--- config.mk ---
export PLATFORM = sky130hd
export DESIGN_NAME = fswd_core
export DESIGN_NICKNAME = d
export VERILOG_FILES = /design/src/core/fswd_pkg.sv /design/src/core/fswd_core.sv /design/src/core/fswd_prescaler.sv
export SDC_FILE = /design/constraint.sdc
export NUM_CORES = 1
export LEC_CHECK = 0
export BUFFER_PORTS_ARGS = -buffer_cell sky130_fd_sc_hd__buf_4
export CAP_MARGIN = 20
export CORE_MARGIN = 5
export CORE_UTILIZATION = 62
export DETAILED_ROUTE_END_ITERATION = 10
export PLACE_DENSITY = 0.87
export SYNTH_ARGS = -nofsm -noshare
export SYNTH_HDL_FRONTEND = slang
export SYNTH_HIERARCHICAL = 1
export SYNTH_SLANG_ARGS = --single-unit
--- constraint.sdc ---
create_clock -name clock -period 5.5 [get_ports clock]
set_input_delay 0.55 -clock clock [delete_from_list [all_inputs] [get_ports clock]]
set_output_delay 0.55 -clock clock [all_outputs]
set_load 0.02 [all_outputs]
--- src/core/fswd_pkg.sv ---
// Package with the constants and types of the fail-safe watchdog timer
// Summary of operation
// - Watchdog runs after every application reset
// - Off/on commands stop and restart, until overflow
// - Overflow gives prewarning, then reset request
// - 16-bit counter, prescaler 16384 or 256
// - Service loads reload value, clears prescaler
// - Default interval about 6.5 ms at 10 MHz
package fswd_pkg;

    // **************************************************************
    // Widths and prescaler divisions
    // **************************************************************
    localparam int          COUNT_W      = 16;         // Counter width
    localparam int          PRESC_W      = 14;         // Prescaler width
    localparam int          DIV_SLOW     = 16384;      // Slow division
    localparam int          DIV_FAST     = 256;        // Fast division

    // **************************************************************
    // Reset values
    // **************************************************************
    // 256 ticks of 256 clocks: 6.55 ms at 10 MHz
    localparam logic [15:0] RELOAD_RESET = 16'hff00;   // Default reload
    localparam logic        SLOW_RESET   = 1'b0;       // Default fast division
    localparam logic [15:0] COUNT_TOP    = 16'hffff;   // Last count before wrap

    // **************************************************************
    // Timing
    // **************************************************************
    localparam int          CLOCK_HZ     = 50000000;   // System clock rate
    localparam int          PREWARN_NS   = 5000;       // Prewarning to reset request
    // Longest time: round down, at least one cycle
    localparam int          PREWARN_CYC  = (PREWARN_NS / (1000000000 / CLOCK_HZ)) < 1 ? 1 :
                                           (PREWARN_NS / (1000000000 / CLOCK_HZ));

    // **************************************************************
    // States, Gray along run, prewarn, reset request
    // **************************************************************
    typedef enum logic [1:0] {
        FSWD_RUN     = 2'b00,   // Counting
        FSWD_PREWARN = 2'b01,   // Overflowed, waiting to reset
        FSWD_RESREQ  = 2'b11,   // Reset request held
        FSWD_OFF     = 2'b10    // Stopped by software
    } fswd_state_t;

endpackage : fswd_pkg

--- src/core/fswd_core.sv ---
// Fail-safe watchdog timer with prewarning and reset request
`timescale 1ns/1ps
module fswd_core #(
    parameter int PREWARN_CYC = fswd_pkg::PREWARN_CYC   // Prewarning to reset request
) (
    input  wire logic        clock,                  // System clock, 50 MHz
    input  wire logic        nrst,                   // Asynchronous reset, active low
    input  wire logic        service_command,        // Service pulse
    input  wire logic        watchdog_off_command,   // Stop pulse
    input  wire logic        watchdog_on_command,    // Restart pulse
    input  wire logic        config_write,           // Load reload value and division
    input  wire logic [15:0] watchdog_reload_value,  // New reload value
    input  wire logic        slow_select_in,         // New division, high for slow
    output logic             prewarning_irq,         // One-cycle prewarning pulse
    output logic             reset_request,          // Held until reset
    output logic             watchdog_running,       // Counting
    output logic [15:0]      watchdog_count          // Present count
);

    // **************************************************************
    // State and storage
    // **************************************************************
    fswd_pkg::fswd_state_t state;         // Present state
    fswd_pkg::fswd_state_t next_state;    // Next state
    logic [15:0]           reload;        // Stored reload value
    logic                  slow;          // Stored division choice
    logic [15:0]           count;         // Watchdog counter
    logic [15:0]           next_count;    // Next counter value
    logic [15:0]           delay;         // Prewarning delay count
    logic [15:0]           next_delay;    // Next delay count

    // **************************************************************
    // Decoding
    // **************************************************************
    wire tick;            // Prescaler enable pulse
    wire in_run;          // Counting state
    wire in_off;          // Stopped state
    wire do_off;          // Stop taken
    wire do_on;           // Restart taken
    wire do_service;      // Service taken
    wire wrap;            // Counter wraps from all ones
    wire delay_done;      // Reset request due

    // Wrapping increment shared by the watchdog and delay counters
    function automatic logic [15:0] step_up(input logic [15:0] value);
        step_up = 16'(value + 16'h0001);
    endfunction : step_up

    assign in_run     = (state == fswd_pkg::FSWD_RUN);
    assign in_off     = (state == fswd_pkg::FSWD_OFF);
    // Once overflowed the sequence cannot be stopped: that is the fail-safe
    assign do_off     = watchdog_off_command && in_run;
    assign do_on      = watchdog_on_command && !watchdog_off_command && in_off;
    assign do_service = service_command && in_run && !do_off;
    assign wrap       = tick && in_run && !do_off && !do_service
                        && (count == fswd_pkg::COUNT_TOP);
    assign delay_done = (delay == 16'(PREWARN_CYC - 1));

    // Prescaler cleared by service and held at zero while not running
    fswd_prescaler #(
        .DIV_SLOW    (fswd_pkg::DIV_SLOW),
        .DIV_FAST    (fswd_pkg::DIV_FAST)
    ) fswd_prescaler_inst (
        .clock       (clock),
        .nrst        (nrst),
        .enable      (in_run && !do_off),
        .clear       (do_service),
        .slow_select (slow),
        .tick        (tick)
    );

    // **************************************************************
    // Next state
    // **************************************************************
    always_comb begin
        next_state = state;
        case (state)
            fswd_pkg::FSWD_RUN: begin
                if (do_off) begin
                    next_state = fswd_pkg::FSWD_OFF;
                end else if (wrap) begin
                    next_state = fswd_pkg::FSWD_PREWARN;
                end
            end
            fswd_pkg::FSWD_OFF: begin
                if (do_on) begin
                    next_state = fswd_pkg::FSWD_RUN;
                end
            end
            fswd_pkg::FSWD_PREWARN: begin
                if (delay_done) begin
                    next_state = fswd_pkg::FSWD_RESREQ;
                end
            end
            fswd_pkg::FSWD_RESREQ: begin
                next_state = fswd_pkg::FSWD_RESREQ;    // Only reset leaves here
            end
            default: begin
                next_state = fswd_pkg::FSWD_RESREQ;    // Unknown code is a failure
            end
        endcase
    end

    // Counter: load on service, step on tick, else hold
    assign next_count = do_service ? reload :
                        (tick && in_run && !do_off) ? step_up(count) :
                        count;
    // Delay counts only while prewarned
    assign next_delay = (state == fswd_pkg::FSWD_PREWARN) ? step_up(delay)
                                                          : 16'h0000;

    // **************************************************************
    // Registers
    // **************************************************************
    // State comes out of reset already running, no software needed
    always_ff @(posedge clock or negedge nrst) begin
        if (!nrst) begin
            state <= fswd_pkg::FSWD_RUN;
            count <= fswd_pkg::RELOAD_RESET;
            delay <= 16'h0000;
        end else begin
            state <= next_state;
            count <= next_count;
            delay <= next_delay;
        end
    end

    // Settings: documented defaults until software changes them
    always_ff @(posedge clock or negedge nrst) begin
        if (!nrst) begin
            reload <= fswd_pkg::RELOAD_RESET;
            slow   <= fswd_pkg::SLOW_RESET;
        end else if (config_write) begin
            reload <= watchdog_reload_value;
            slow   <= slow_select_in;
        end
    end

    // Outputs from flip-flops
    always_ff @(posedge clock or negedge nrst) begin
        if (!nrst) begin
            prewarning_irq <= 1'b0;
            reset_request  <= 1'b0;
        end else begin
            prewarning_irq <= wrap;
            reset_request  <= reset_request
                              || (state == fswd_pkg::FSWD_PREWARN && delay_done);
        end
    end

    assign watchdog_running = in_run;
    assign watchdog_count   = count;

    // **************************************************************
    // Checks
    // **************************************************************
    localparam int PW_CYC = PREWARN_CYC;   // Local bound for delay ranges
    logic          settled;                // First clock after reset passed

    // Helper for the out-of-reset check
    always_ff @(posedge clock or negedge nrst) begin
        if (!nrst) begin
            settled <= 1'b0;
        end else begin
            settled <= 1'b1;
        end
    end
endmodule : fswd_core

--- src/core/fswd_prescaler.sv ---
// Prescaler that divides the system clock by 16384 or 256
`timescale 1ns/1ps
module fswd_prescaler #(
    parameter int DIV_SLOW = fswd_pkg::DIV_SLOW,   // Slow division
    parameter int DIV_FAST = fswd_pkg::DIV_FAST    // Fast division
) (
    input  wire logic clock,        // System clock
    input  wire logic nrst,         // Asynchronous reset, active low
    input  wire logic enable,       // Counting allowed
    input  wire logic clear,        // Restart division
    input  wire logic slow_select,  // Select slow division
    output logic      tick          // One-cycle enable pulse
);

    // **************************************************************
    // Division counter
    // **************************************************************
    localparam int                PRESC_W = fswd_pkg::PRESC_W;  // Local width for size casts
    logic [fswd_pkg::PRESC_W-1:0] count;       // Clocks in this tick
    logic [fswd_pkg::PRESC_W-1:0] next_count;  // Next count
    wire  [fswd_pkg::PRESC_W-1:0] limit;       // Last count of a tick
    wire                          at_limit;    // Division complete

    // Limit follows the selection at once
    assign limit      = slow_select ? PRESC_W'(DIV_SLOW - 1)
                                    : PRESC_W'(DIV_FAST - 1);
    assign at_limit   = (count >= limit);   // Also catches a late switch to fast
    assign tick       = enable && !clear && at_limit;
    // Clear and disable both restart the division from zero
    assign next_count = (clear || !enable || at_limit) ? '0
                                                       : count + 1'b1;

    // Division register
    always_ff @(posedge clock or negedge nrst) begin
        if (!nrst) begin
            count <= '0;
        end else begin
            count <= next_count;
        end
    end
endmodule : fswd_prescaler

# Word level (Yosys, flattened, before mapping)
# Index checks and enable logic that the tools add are counted.
[word_totals] reg_bits=67 latch_bits=0 ramBits=0 mem_bits_ro=0 input_bits=23 out_inout_bits=19 word_cells=53 n_memories=0
[op_classes] n_addsub=3 multipliers=0 n_div=0 order_cmp=1 n_eq_ne=8 shift=0 mux=10 bitwise_logic=0 n_reduce_logical=23
[ops] operator="2-to-1 mux 16 bit" count=3
[ops] operator="adder 16 x 1 -> 16 bit, second input constant" count=2
[ops] operator="2-to-1 mux 14 bit" count=2
[ops] operator="equality test 16 bit, second input constant" count=1
[ops] operator="equality test 16 x 8 -> 1 bit, second input constant" count=1
[ops] operator="adder 14 x 1 -> 14 bit, second input constant" count=1
[ops] operator=">= comparator 14 bit" count=1
[ops] operator="logical AND 1 bit" count=13
[ops] operator="2-to-1 mux 2 bit" count=4
[ops] operator="one-hot mux 2 bit (4 select lines)" count=1
[ops] operator="equality test 2 bit, second input constant" count=2
[ops] operator="logical NOT 1 bit" count=4
[ops] operator="logical OR 1 bit" count=3
[ops] operator="!= test 3 x 1 -> 1 bit, second input constant" count=1
[ops] operator="AND reduction 3 bit" count=1
[ops] operator="equality test 2 x 1 -> 1 bit, second input constant" count=1
[ops] operator="logical NOT 2 bit" count=1
[ops] operator="!= test 2 x 1 -> 1 bit, second input constant" count=1
[ops] operator="!= test 2 bit, second input constant" count=1
[ops] operator="nonzero test 2 bit" count=1

# Logic depth before layout (Yosys ltp)
# Gate-level depths: netlist of the first run.
[logic_depth] ltp_word=14 ltp_mapped=12 depth_no_buf=10

# Modules after synthesis
# The synthesis of the first run kept the hierarchy.
[by_module_without_submodules] mod="fswd_core" n_inst=1 cells_each=262 area_per_inst_um2=2672.6 seq_area_each_um2=1346.3
[by_module_without_submodules] mod="fswd_prescaler" n_inst=1 cells_each=86 area_per_inst_um2=813.3 seq_area_each_um2=350.3

# Worst setup path before layout of the first run
# Ideal clock, no wire load.
[synth_path] kind="input-to-reg" start="in watchdog_off_command" end="reg count[14] (netlist: watchdog_count[14])" setup_time_ps=67 t_arrival_ps=2578 required_ps=5433 slack_ps=2855 stages=11 path_buffers=3 cell_sequence="or3_1 buf_2 inv_2 buf_2 nand2b_1 nor2_1 buf_2 nand4_2 nor4_1 mux2_2 nor2_1"
[synth_between] elab_chain_cells=9 elab_cells_between_ends=11 classes_between="1 x mux; 10 x reduce/logical"
[synth_rtl] item="start: declaration" line="fswd_core.sv:9" text="input wire logic watchdog_off_command,"
[synth_rtl] item="logical AND 1 bit (*)" line="fswd_core.sv:52" text="assign do_off = watchdog_off_command && in_run;"
[synth_rtl] item="logical NOT 1 bit (*)" line="fswd_core.sv:54, fswd_core.sv:66"
[synth_rtl] item="logical AND 1 bit" line="fswd_core.sv:54" text="assign do_service = service_command && in_run && !do_off;"
[synth_rtl] item="logical NOT 1 bit" line="fswd_prescaler.sv:28" text="assign tick = enable && !clear && at_limit;"
[synth_rtl] item="logical AND 1 bit (*) (2 in series)" line="fswd_prescaler.sv:28"
[synth_rtl] item="via tick" line="fswd_core.sv:35" text="wire tick;"
[synth_rtl] item="logical AND 1 bit (*) (2 in series)" line="fswd_core.sv:106" text="(tick && in_run && !do_off) ? step_up(count) :"
[synth_rtl] item="nonzero test 2 bit (no line) (*)"
[synth_rtl] item="end signal: assignment" line="fswd_core.sv:119" text="count <= fswd_pkg::RELOAD_RESET;"
[synth_rtl] item="end signal: assignment" line="fswd_core.sv:123" text="count <= next_count;"
[synth_rtl] item="end: declaration" line="fswd_core.sv:27" text="logic [15:0] count;"
# Mark *: on every way through the listed nets, which the timed path passes. The rest lies on a longest branch.
# A chain may end at the register's enable or synchronous reset.

# Worst setup path in the final report of the first run
[layout_path] start="reg state[0]" end="reg count[9] (netlist: watchdog_count[9])"
[layout_between] elab_chain_cells=10 elab_cells_between_ends=13 classes_between="1 x mux; 12 x reduce/logical"
[layout_rtl] item="start: declaration" line="fswd_core.sv:23" text="fswd_pkg::fswd_state_t state;"
[layout_rtl] item="start signal: assignment" line="fswd_core.sv:118" text="state <= fswd_pkg::FSWD_RUN;"
[layout_rtl] item="start signal: assignment" line="fswd_core.sv:122" text="state <= next_state;"
[layout_rtl] item="logical NOT 2 bit (*)" line="fswd_core.sv:49" text="assign in_run = (state == fswd_pkg::FSWD_RUN);"
[layout_rtl] item="logical AND 1 bit" line="fswd_core.sv:52"
[layout_rtl] item="logical NOT 1 bit" line="fswd_core.sv:54"
[layout_rtl] item="logical AND 1 bit (*)" line="fswd_core.sv:54"
[layout_rtl] item="via do_service" line="fswd_core.sv:40" text="wire do_service;"
[layout_rtl] item="logical NOT 1 bit (*)" line="fswd_prescaler.sv:28"
[layout_rtl] item="logical AND 1 bit (*) (2 in series)" line="fswd_prescaler.sv:28"
[layout_rtl] item="via tick" line="fswd_core.sv:35"
[layout_rtl] item="logical AND 1 bit (*) (2 in series)" line="fswd_core.sv:106"
[layout_rtl] item="nonzero test 2 bit (no line) (*)"
# Marked as above.

==> results of run 1 <==
power by group through the flow:
stage	Sequential [mW]	Clock [mW]	Combinational, mW
after floorplan	0.576	0	0.0658
after global placement	0.569	0	0.129
after detailed placement	0.570	0	0.133
after CTS	0.561	0.470	0.134
after global routing	0.566	0.492	0.147
final	0.562	0.465	0.133
critical path, cell delays in order (launching register included):
cell and delay (ns):
dfrtp_1 0.42, or3_1 0.34, inv_2 0.27, nand2_1 0.47
inv_1 0.16, nand2b_1 0.20, nor2_1 0.46, nand3_1 0.25
nor3_1 0.53, mux2i_1 0.26, a21oi_1 0.09
cells in the final DEF, fill, tap and decap left out, drive strengths merged, types with 2 or more instances in the layout:
cell and instances:
or3 10, nor2b 2, or2 2, xor2 4, and3 6, mux2 20, clkinv 3, inv 16
nor4 14, or4 2, bufinv 2, nand4 11, clkbuf 11, a21oi 21, nor3 9, nand2 24
mux2i 6, ha 10, o22ai 14, dfrtp 51, o31ai 2, buf 41, o21ai 8, a211oi 2
nand3 17, xnor2 15, nand2b 2, o21bai 3, dfstp 16, nor2 40
area by class of cell:
cell class              instances  area (um2)
clock buffers                  11         141
clock inverters                 5        86.3
fillers                       381        1430
inverters                      16        60.1
multi-input cells             251        1660
flip-flops and latches         67        1700
well taps                      72        90.1
repair buffers                 41         308
layer usage:
metal / vias up / global-route usage
li1: 1330 / -
met1: 1331 / 0.282
met2: 112 / 0.336
met3: 19 / 0.0417
met4: 0 / 0.106
met5: - / 0
registers in the layout, indices dropped and copies added (netlist names):
name and count:
fswd_prescaler_inst/count 14, slow 1, watchdog_count 16, reload 16, prewarning_irq 1, state 2, delay 16, reset_request 1
metrics by stage:
stage	utilization	power [mW]	std cells
6_report	0.739	1.16	463
3_3_place_gp	0.697	0.698	447
5_1_grt	0.739	1.21	463
2_1_floorplan	-	0.642	348
4_1_cts	0.739	1.16	463
3_5_place_dp	0.697	0.703	447
logic make-up (layout without fill, tap and decap cells):
family,count (synthesis),in the layout,share of synthesized area
AND/OR/NAND/NOR,140,140,0.214
flip-flops,67,67,0.487
AO/OA/AOI/OAI,56,56,0.0973
buffers and inverters,30,73,0.0366
multiplexers,26,26,0.0818
XOR/XNOR,19,19,0.0477
adder cells (fa/ha/maj),10,10,0.0359
path summary, 6_finish.rpt:
kind | to | cells after the start | start | slack, ns
worst max-delay path | watchdog_count[9] | 10 | state[0] | 1.97
worst min-delay path | reload[2] | 1 | nrst | 0.31
worst max register to register | watchdog_count[9] | 10 | state[0] | 1.97
worst min register to register | fswd_prescaler_inst/count[0] | 1 | fswd_prescaler_inst/count[0] | 0.49
max in group asynchronous | fswd_prescaler_inst/count[9] | 1 | nrst | 4.68
min in group clock | reload[3] | 2 | watchdog_reload_value[3] | 0.44
==> metrics.md, run 1 <==
| Metric | Value |
|---|---|
| Fmax | 0.283 GHz |
| Cells after Synth | 348 |
| Cell accounting for the most synthesized area | dfrtp_1 |
| CTS Buffer Depth | 2 |
| Setup total negative slack | 0 ns |
| Routed WL | roughly 7200 um |
| Post-CTS Setup Bufs | 0 |
| Cell Pwr Density | between 200 and 300 mW/mm2 |
| Final Cycle Share | 0.642 |
| Synth cell count leaders | dfrtp_1 (51), nor2_1 (40), nand2_1 (24) |
| CTS tree | done |
| P_sw | 298 uW |
| Sequential fraction of the synthesis area | 0.487 |
| Post-Syn Nets | between 300 and 400 |
| Most area-consuming cells after synthesis | dfrtp_1 (37%), dfstp_2 (12%), mux2_2 (6.5%) |
| Internal | 861 uW |
| Required @ worst endpoint | ~5.8 ns |
| Metal2 WL | 3480 um |
| Clock Power Share | 0.401 |
| Worst-Margin Slew | 0.811 ns |
| Vias in the first global route | 2696 |
| Max_slew headroom | 0.459 |
| Hold slack | slightly above 0.3 ns |
| Clk Latency, worst-skew pair | ~0.35 ns |
| DP HPWL | 4880 um |
| Vias per cell | approximately 6.0 |
| Fin area | 0.00404 mm2 |
| N_diodes | 0 |
| Synth-to-layout area growth | 16.0% |
| Initial antenna violation count | 0 |
| Row cnt | 27 |
| Distinct cells, synth | 44 |
| Dominant cell by count in the synthesized netlist | dfrtp_1 |
| RSZ-0062 raised after global routing | false |
| Share of layout cells above drive strength 1 | 0.269 |
| Die Footprint | between 0.007 and 0.008 mm2 |
| Routed wl met3 | 431 um |
| Syn Area/Cell | about 10 um2 |
| Hold_buf cts | 0 |
| Critical Path Sink Type | register |
| DR top layer | met4 |
| Final worst slack | 1.97 ns |
| Post-layout min period | ~3.5 ns |
| Post-DRT Antenna Nets | 0 |
| Final Hold Fails | 0 |
| Max_cap viols | 0 |
| Worst-path clk slew | 0.08 ns |
| Inserted Clock Buffers | 9 |
| Pre-CTS setup slack | around 1.9 ns |
| Status | finished, final reports clean |
| Core area | ~0.0055 mm2 |
| CTS H-tree depth | 3 |
| Mapped cell area | roughly 0.0035 mm2 |
| NumNets Final | about 420 |
| Post-synth top area share | 0.366 |
| Post-synth EDFFs | 0 |
| Routed length on met1 | a little over 3000 um |
| Yosys warning count | 6 |
| DR vias | 2792 |
| Top FF cell, synth | dfrtp_1 |
| I/O pins | 42 |
| Resized cells post-CTS | 0 |
| Final global-route overflow total | 0 |
| Sw frac | 0.257 |
| Critical Path Fanout Max | 28 |
| Setup Crit Path Kind | register to register |
| Reg power frac | 0.484 |
| # setup viols final | 0 |
| Drt first pass iters | 5 |
| CTS root buf | clkbuf_8 |
| Dpl cell area | 0.00382 mm2 |
| Buffers on Ports | between 40 and 50 |
| GPL Wtd Cong | about 0.92 |
| Combinational Power Share | 0.114 |
| Initial DRC Count | between 150 and 200 |
| First-pass GRT wire length | roughly 13000 um |
| Worst vdd ir | 226 uV |
| Skew final | 0.00648 ns |
| Die H | ~85 um |
| Initial Util | 0.637 |
| Ys async rst share | 1.00 |
| Pin count of the biggest net entering global routing | 68 |
| Worst Hold Class | input port to asynchronous set/reset pin |
| DIE WIDTH | about 85 um |
| Max-slew violation count | 0 |
| Leakage Power | 1.65 nW |
| Total GRT Usage | 0.214 |
| CP Launch Type | register |
| Clk sinks | 67 |
| Drt drc | 0 |
| WL per Instance | between 15 and 20 um |
| #FFs+latches synth | 67 |
| Critical path arrival | 3.79 ns |
(Power assumes the default switching activity.)
==> inputs of run 2 (changes only) <==
--- a/config.mk
+++ b/config.mk
@@ -8,9 +8,9 @@
 export BUFFER_PORTS_ARGS = -buffer_cell sky130_fd_sc_hd__buf_4
 export CAP_MARGIN = 20
 export CORE_MARGIN = 5
-export CORE_UTILIZATION = 62
+export CORE_UTILIZATION = 58
 export DETAILED_ROUTE_END_ITERATION = 10
-export PLACE_DENSITY = 0.87
+export PLACE_DENSITY = 0.83
 export SYNTH_ARGS = -nofsm -noshare
 export SYNTH_HDL_FRONTEND = slang
 export SYNTH_HIERARCHICAL = 1
==> constraint.sdc (replaced) <==
create_clock -name clock -period 3.7 [get_ports clock]
set_input_delay 0.37 -clock clock [delete_from_list [all_inputs] [get_ports clock]]
set_output_delay 0.37 -clock clock [all_outputs]
set_load 0.02 [all_outputs]
==> run 2 against run 1 <==
Compared with the run above:
- routed wire length up 3.4%
- largest power group unchanged
- via count shrank 0.29%
- die area up 6.1%
- cell count grew 0.86%
- final area is 0.22% lower
- clock skew up 0.0095 ns
- critical path type unchanged
- power increased by 44%
==> metrics.md, run 2 (synthesized netlist as in run 1, its figures left out) <==
| Metric | Value |
|---|---|
| Power, Total | roughly 1.7 mW |
| Critical Path Fanout Max | 28 |
| Share of layout cells above drive strength 1 | 0.268 |
| Skew final | about 0.016 ns |
| Vias per cell | approximately 6.0 |
| Final global-route overflow total | 0 |
| Internal | 1.25 mW |
| Max_slew headroom | 0.448 |
| Vias in the first global route | roughly 2800 |
| Most frequent CP cell | nor3_1 |
| Critical Path Sink Type | register |
| Status | finished, final reports clean |
| GPL Wtd Cong | ~0.83 |
| Worst-path clk slew | about 0.08 ns |
| Cell Pwr Density | 414 mW/mm2 |
| Drt drc | 0 |
| N_diodes | 0 |
| Post-CTS Setup Bufs | 0 |
| P_sw | roughly 430 uW |
| DIE WIDTH | 87.5 um |
| NumNets Final | between 400 and 500 |
| Die Footprint | ~0.0077 mm2 |
| I/O pins | 42 |
| First-pass GRT wire length | 12500 um |
| Initial antenna violation count | 0 |
| Worst Hold Class | input port to asynchronous set/reset pin |
| Row cnt | 28 |
| WL per Instance | roughly 16 um |
| CTS Buffer Depth | 2 |
| Resized cells post-CTS | 0 |
| Drt first pass iters | 7 |
| Worst-Margin Slew | between 0.8 and 0.9 ns |
| Hold_buf cts | 0 |
| Largest stage delay, worst path | roughly 0.55 ns |
| Critical path arrival | roughly 3.5 ns |
| Setup Crit Path Kind | register to register |
| Post-layout min period | between 3 and 4 ns |
| Required @ worst endpoint | a little under 4 ns |
| Buffers on Ports | between 40 and 50 |
| Sw frac | 0.255 |
| CTS H-tree depth | 3 |
| Leakage Power | between 1.5 and 2 nW |
| Die H | about 88 um |
| Core area | ~0.0059 mm2 |
| Pin count of the biggest net entering global routing | 68 |
| Fmax | ~0.31 GHz |
| Clk Latency, worst-skew pair | between 0.3 and 0.4 ns |
| Worst vdd ir | 200 uV |
| # setup viols final | 0 |
| Most frequent cells in the layout | dfrtp_1 (51), buf_4 (42), nor2_1 (40), nand2_1 (24) |
| Clk sinks | between 60 and 70 |
| Routed WL | around 7500 um |
| Post-DRT Antenna Nets | 0 |
| Final Hold Fails | 0 |
| Commonest non-fill, non-tap cell in the layout | dfrtp_1 |
| DP HPWL | 5090 um |
| Synth-to-layout area growth | 15.8% |
| Reg power frac | 0.500 |
| Initial Util | 0.592 |
| CP Cell Sequence | or3_1 -> inv_2 -> nand2b_1 -> nor2_1 -> nand3_1 -> nor3_1 -> a211oi_1 -> nor3_1 |
| Final Cycle Share | 0.869 |
| Max_cap viols | 0 |
| Initial DRC Count | between 150 and 200 |
| Combinational Power Share | 0.119 |
| Clock Power Share | 0.380 |
| RSZ-0062 raised after global routing | false |
| CP Launch Type | register |
| CTS root buf | clkbuf_8 |
| DR vias | 2784 |
| CTS tree | done |
| Setup total negative slack | 0 ns |
| Total GRT Usage | 0.209 |
| CP max stage cell | nor3_1 |
| Inserted Clock Buffers | 9 |
| Max-slew violation count | 0 |
[run 2: changes by cell type in the layout (fill, tap and decap cells not counted), sizes merged]
cell    change
bufinv      -1
buf         +1
clkinv      -2
clkbuf      +3
[run 2: worst max-delay path, delay by kind of cell (launching register included)]
family,cells,cell delay (ns)
buffers and inverters,1,0.39
DFF,1,0.42
AOI/OAI and AO/OA,1,0.16
and+or+nand+nor,6,2.17
[run 2: cell type report]
class                      count  area (um2)
clock buffer                  14         173
clock inverter                 2        35.0
fill                         464        1850
inverter                      16        60.1
multi-input combinational    251        1660
sequential                    67        1700
tap                           75        93.8
timing repair buffer          42         315
[run 2: stage by stage]
| step | hold slack [ns] | util | setup slack (ns) | instance area (um2) | cells |
|---|---|---|---|---|---|
| after floorplan | 0.0744 | - | 1.15 | 3490 | 348 |
| after CTS | 0.148 | 0.686 | 0.544 | 4040 | 467 |
| after global placement | 0.463 | 0.650 | 0.718 | 3830 | 451 |
| final | 0.124 | 0.686 | 0.485 | 4040 | 467 |
| after global routing | 0.176 | 0.686 | 0.268 | 4040 | 467 |
| after detailed placement | 0.463 | 0.650 | 0.588 | 3830 | 451 |
[run 2: worst paths after layout]
path | from | to | slack [ns] | cells past startpoint
setup / recovery | state[0] | watchdog_count[15] | 0.48 | 8
hold / removal | nrst | reload[3] | 0.12 | 1
setup reg to reg | state[0] | watchdog_count[15] | 0.48 | 8
hold reg to reg | fswd_prescaler_inst/count[0] | fswd_prescaler_inst/count[0] | 0.48 | 1
max in group asynchronous | nrst | fswd_prescaler_inst/count[5] | 3.03 | 1
min in group clock | watchdog_reload_value[4] | reload[4] | 0.26 | 2
[run 2: layer usage]
metal	track usage	up-vias	wire, um
met1	0.255	1354	3080
met3	0.0416	9	432
met2	0.360	95	3840
met4	0.0879	0	110
li1	-	1326	-
met5	0	-	0
[run 2: power by group through the flow]
stage / Combinational [mW] / Sequential (mW) / Clock, mW
after floorplan: 0.0978 / 0.856 / 0
after global placement: 0.193 / 0.845 / 0
after detailed placement: 0.200 / 0.847 / 0
after CTS: 0.201 / 0.834 / 0.641
after global routing: 0.220 / 0.841 / 0.675
final: 0.200 / 0.836 / 0.636
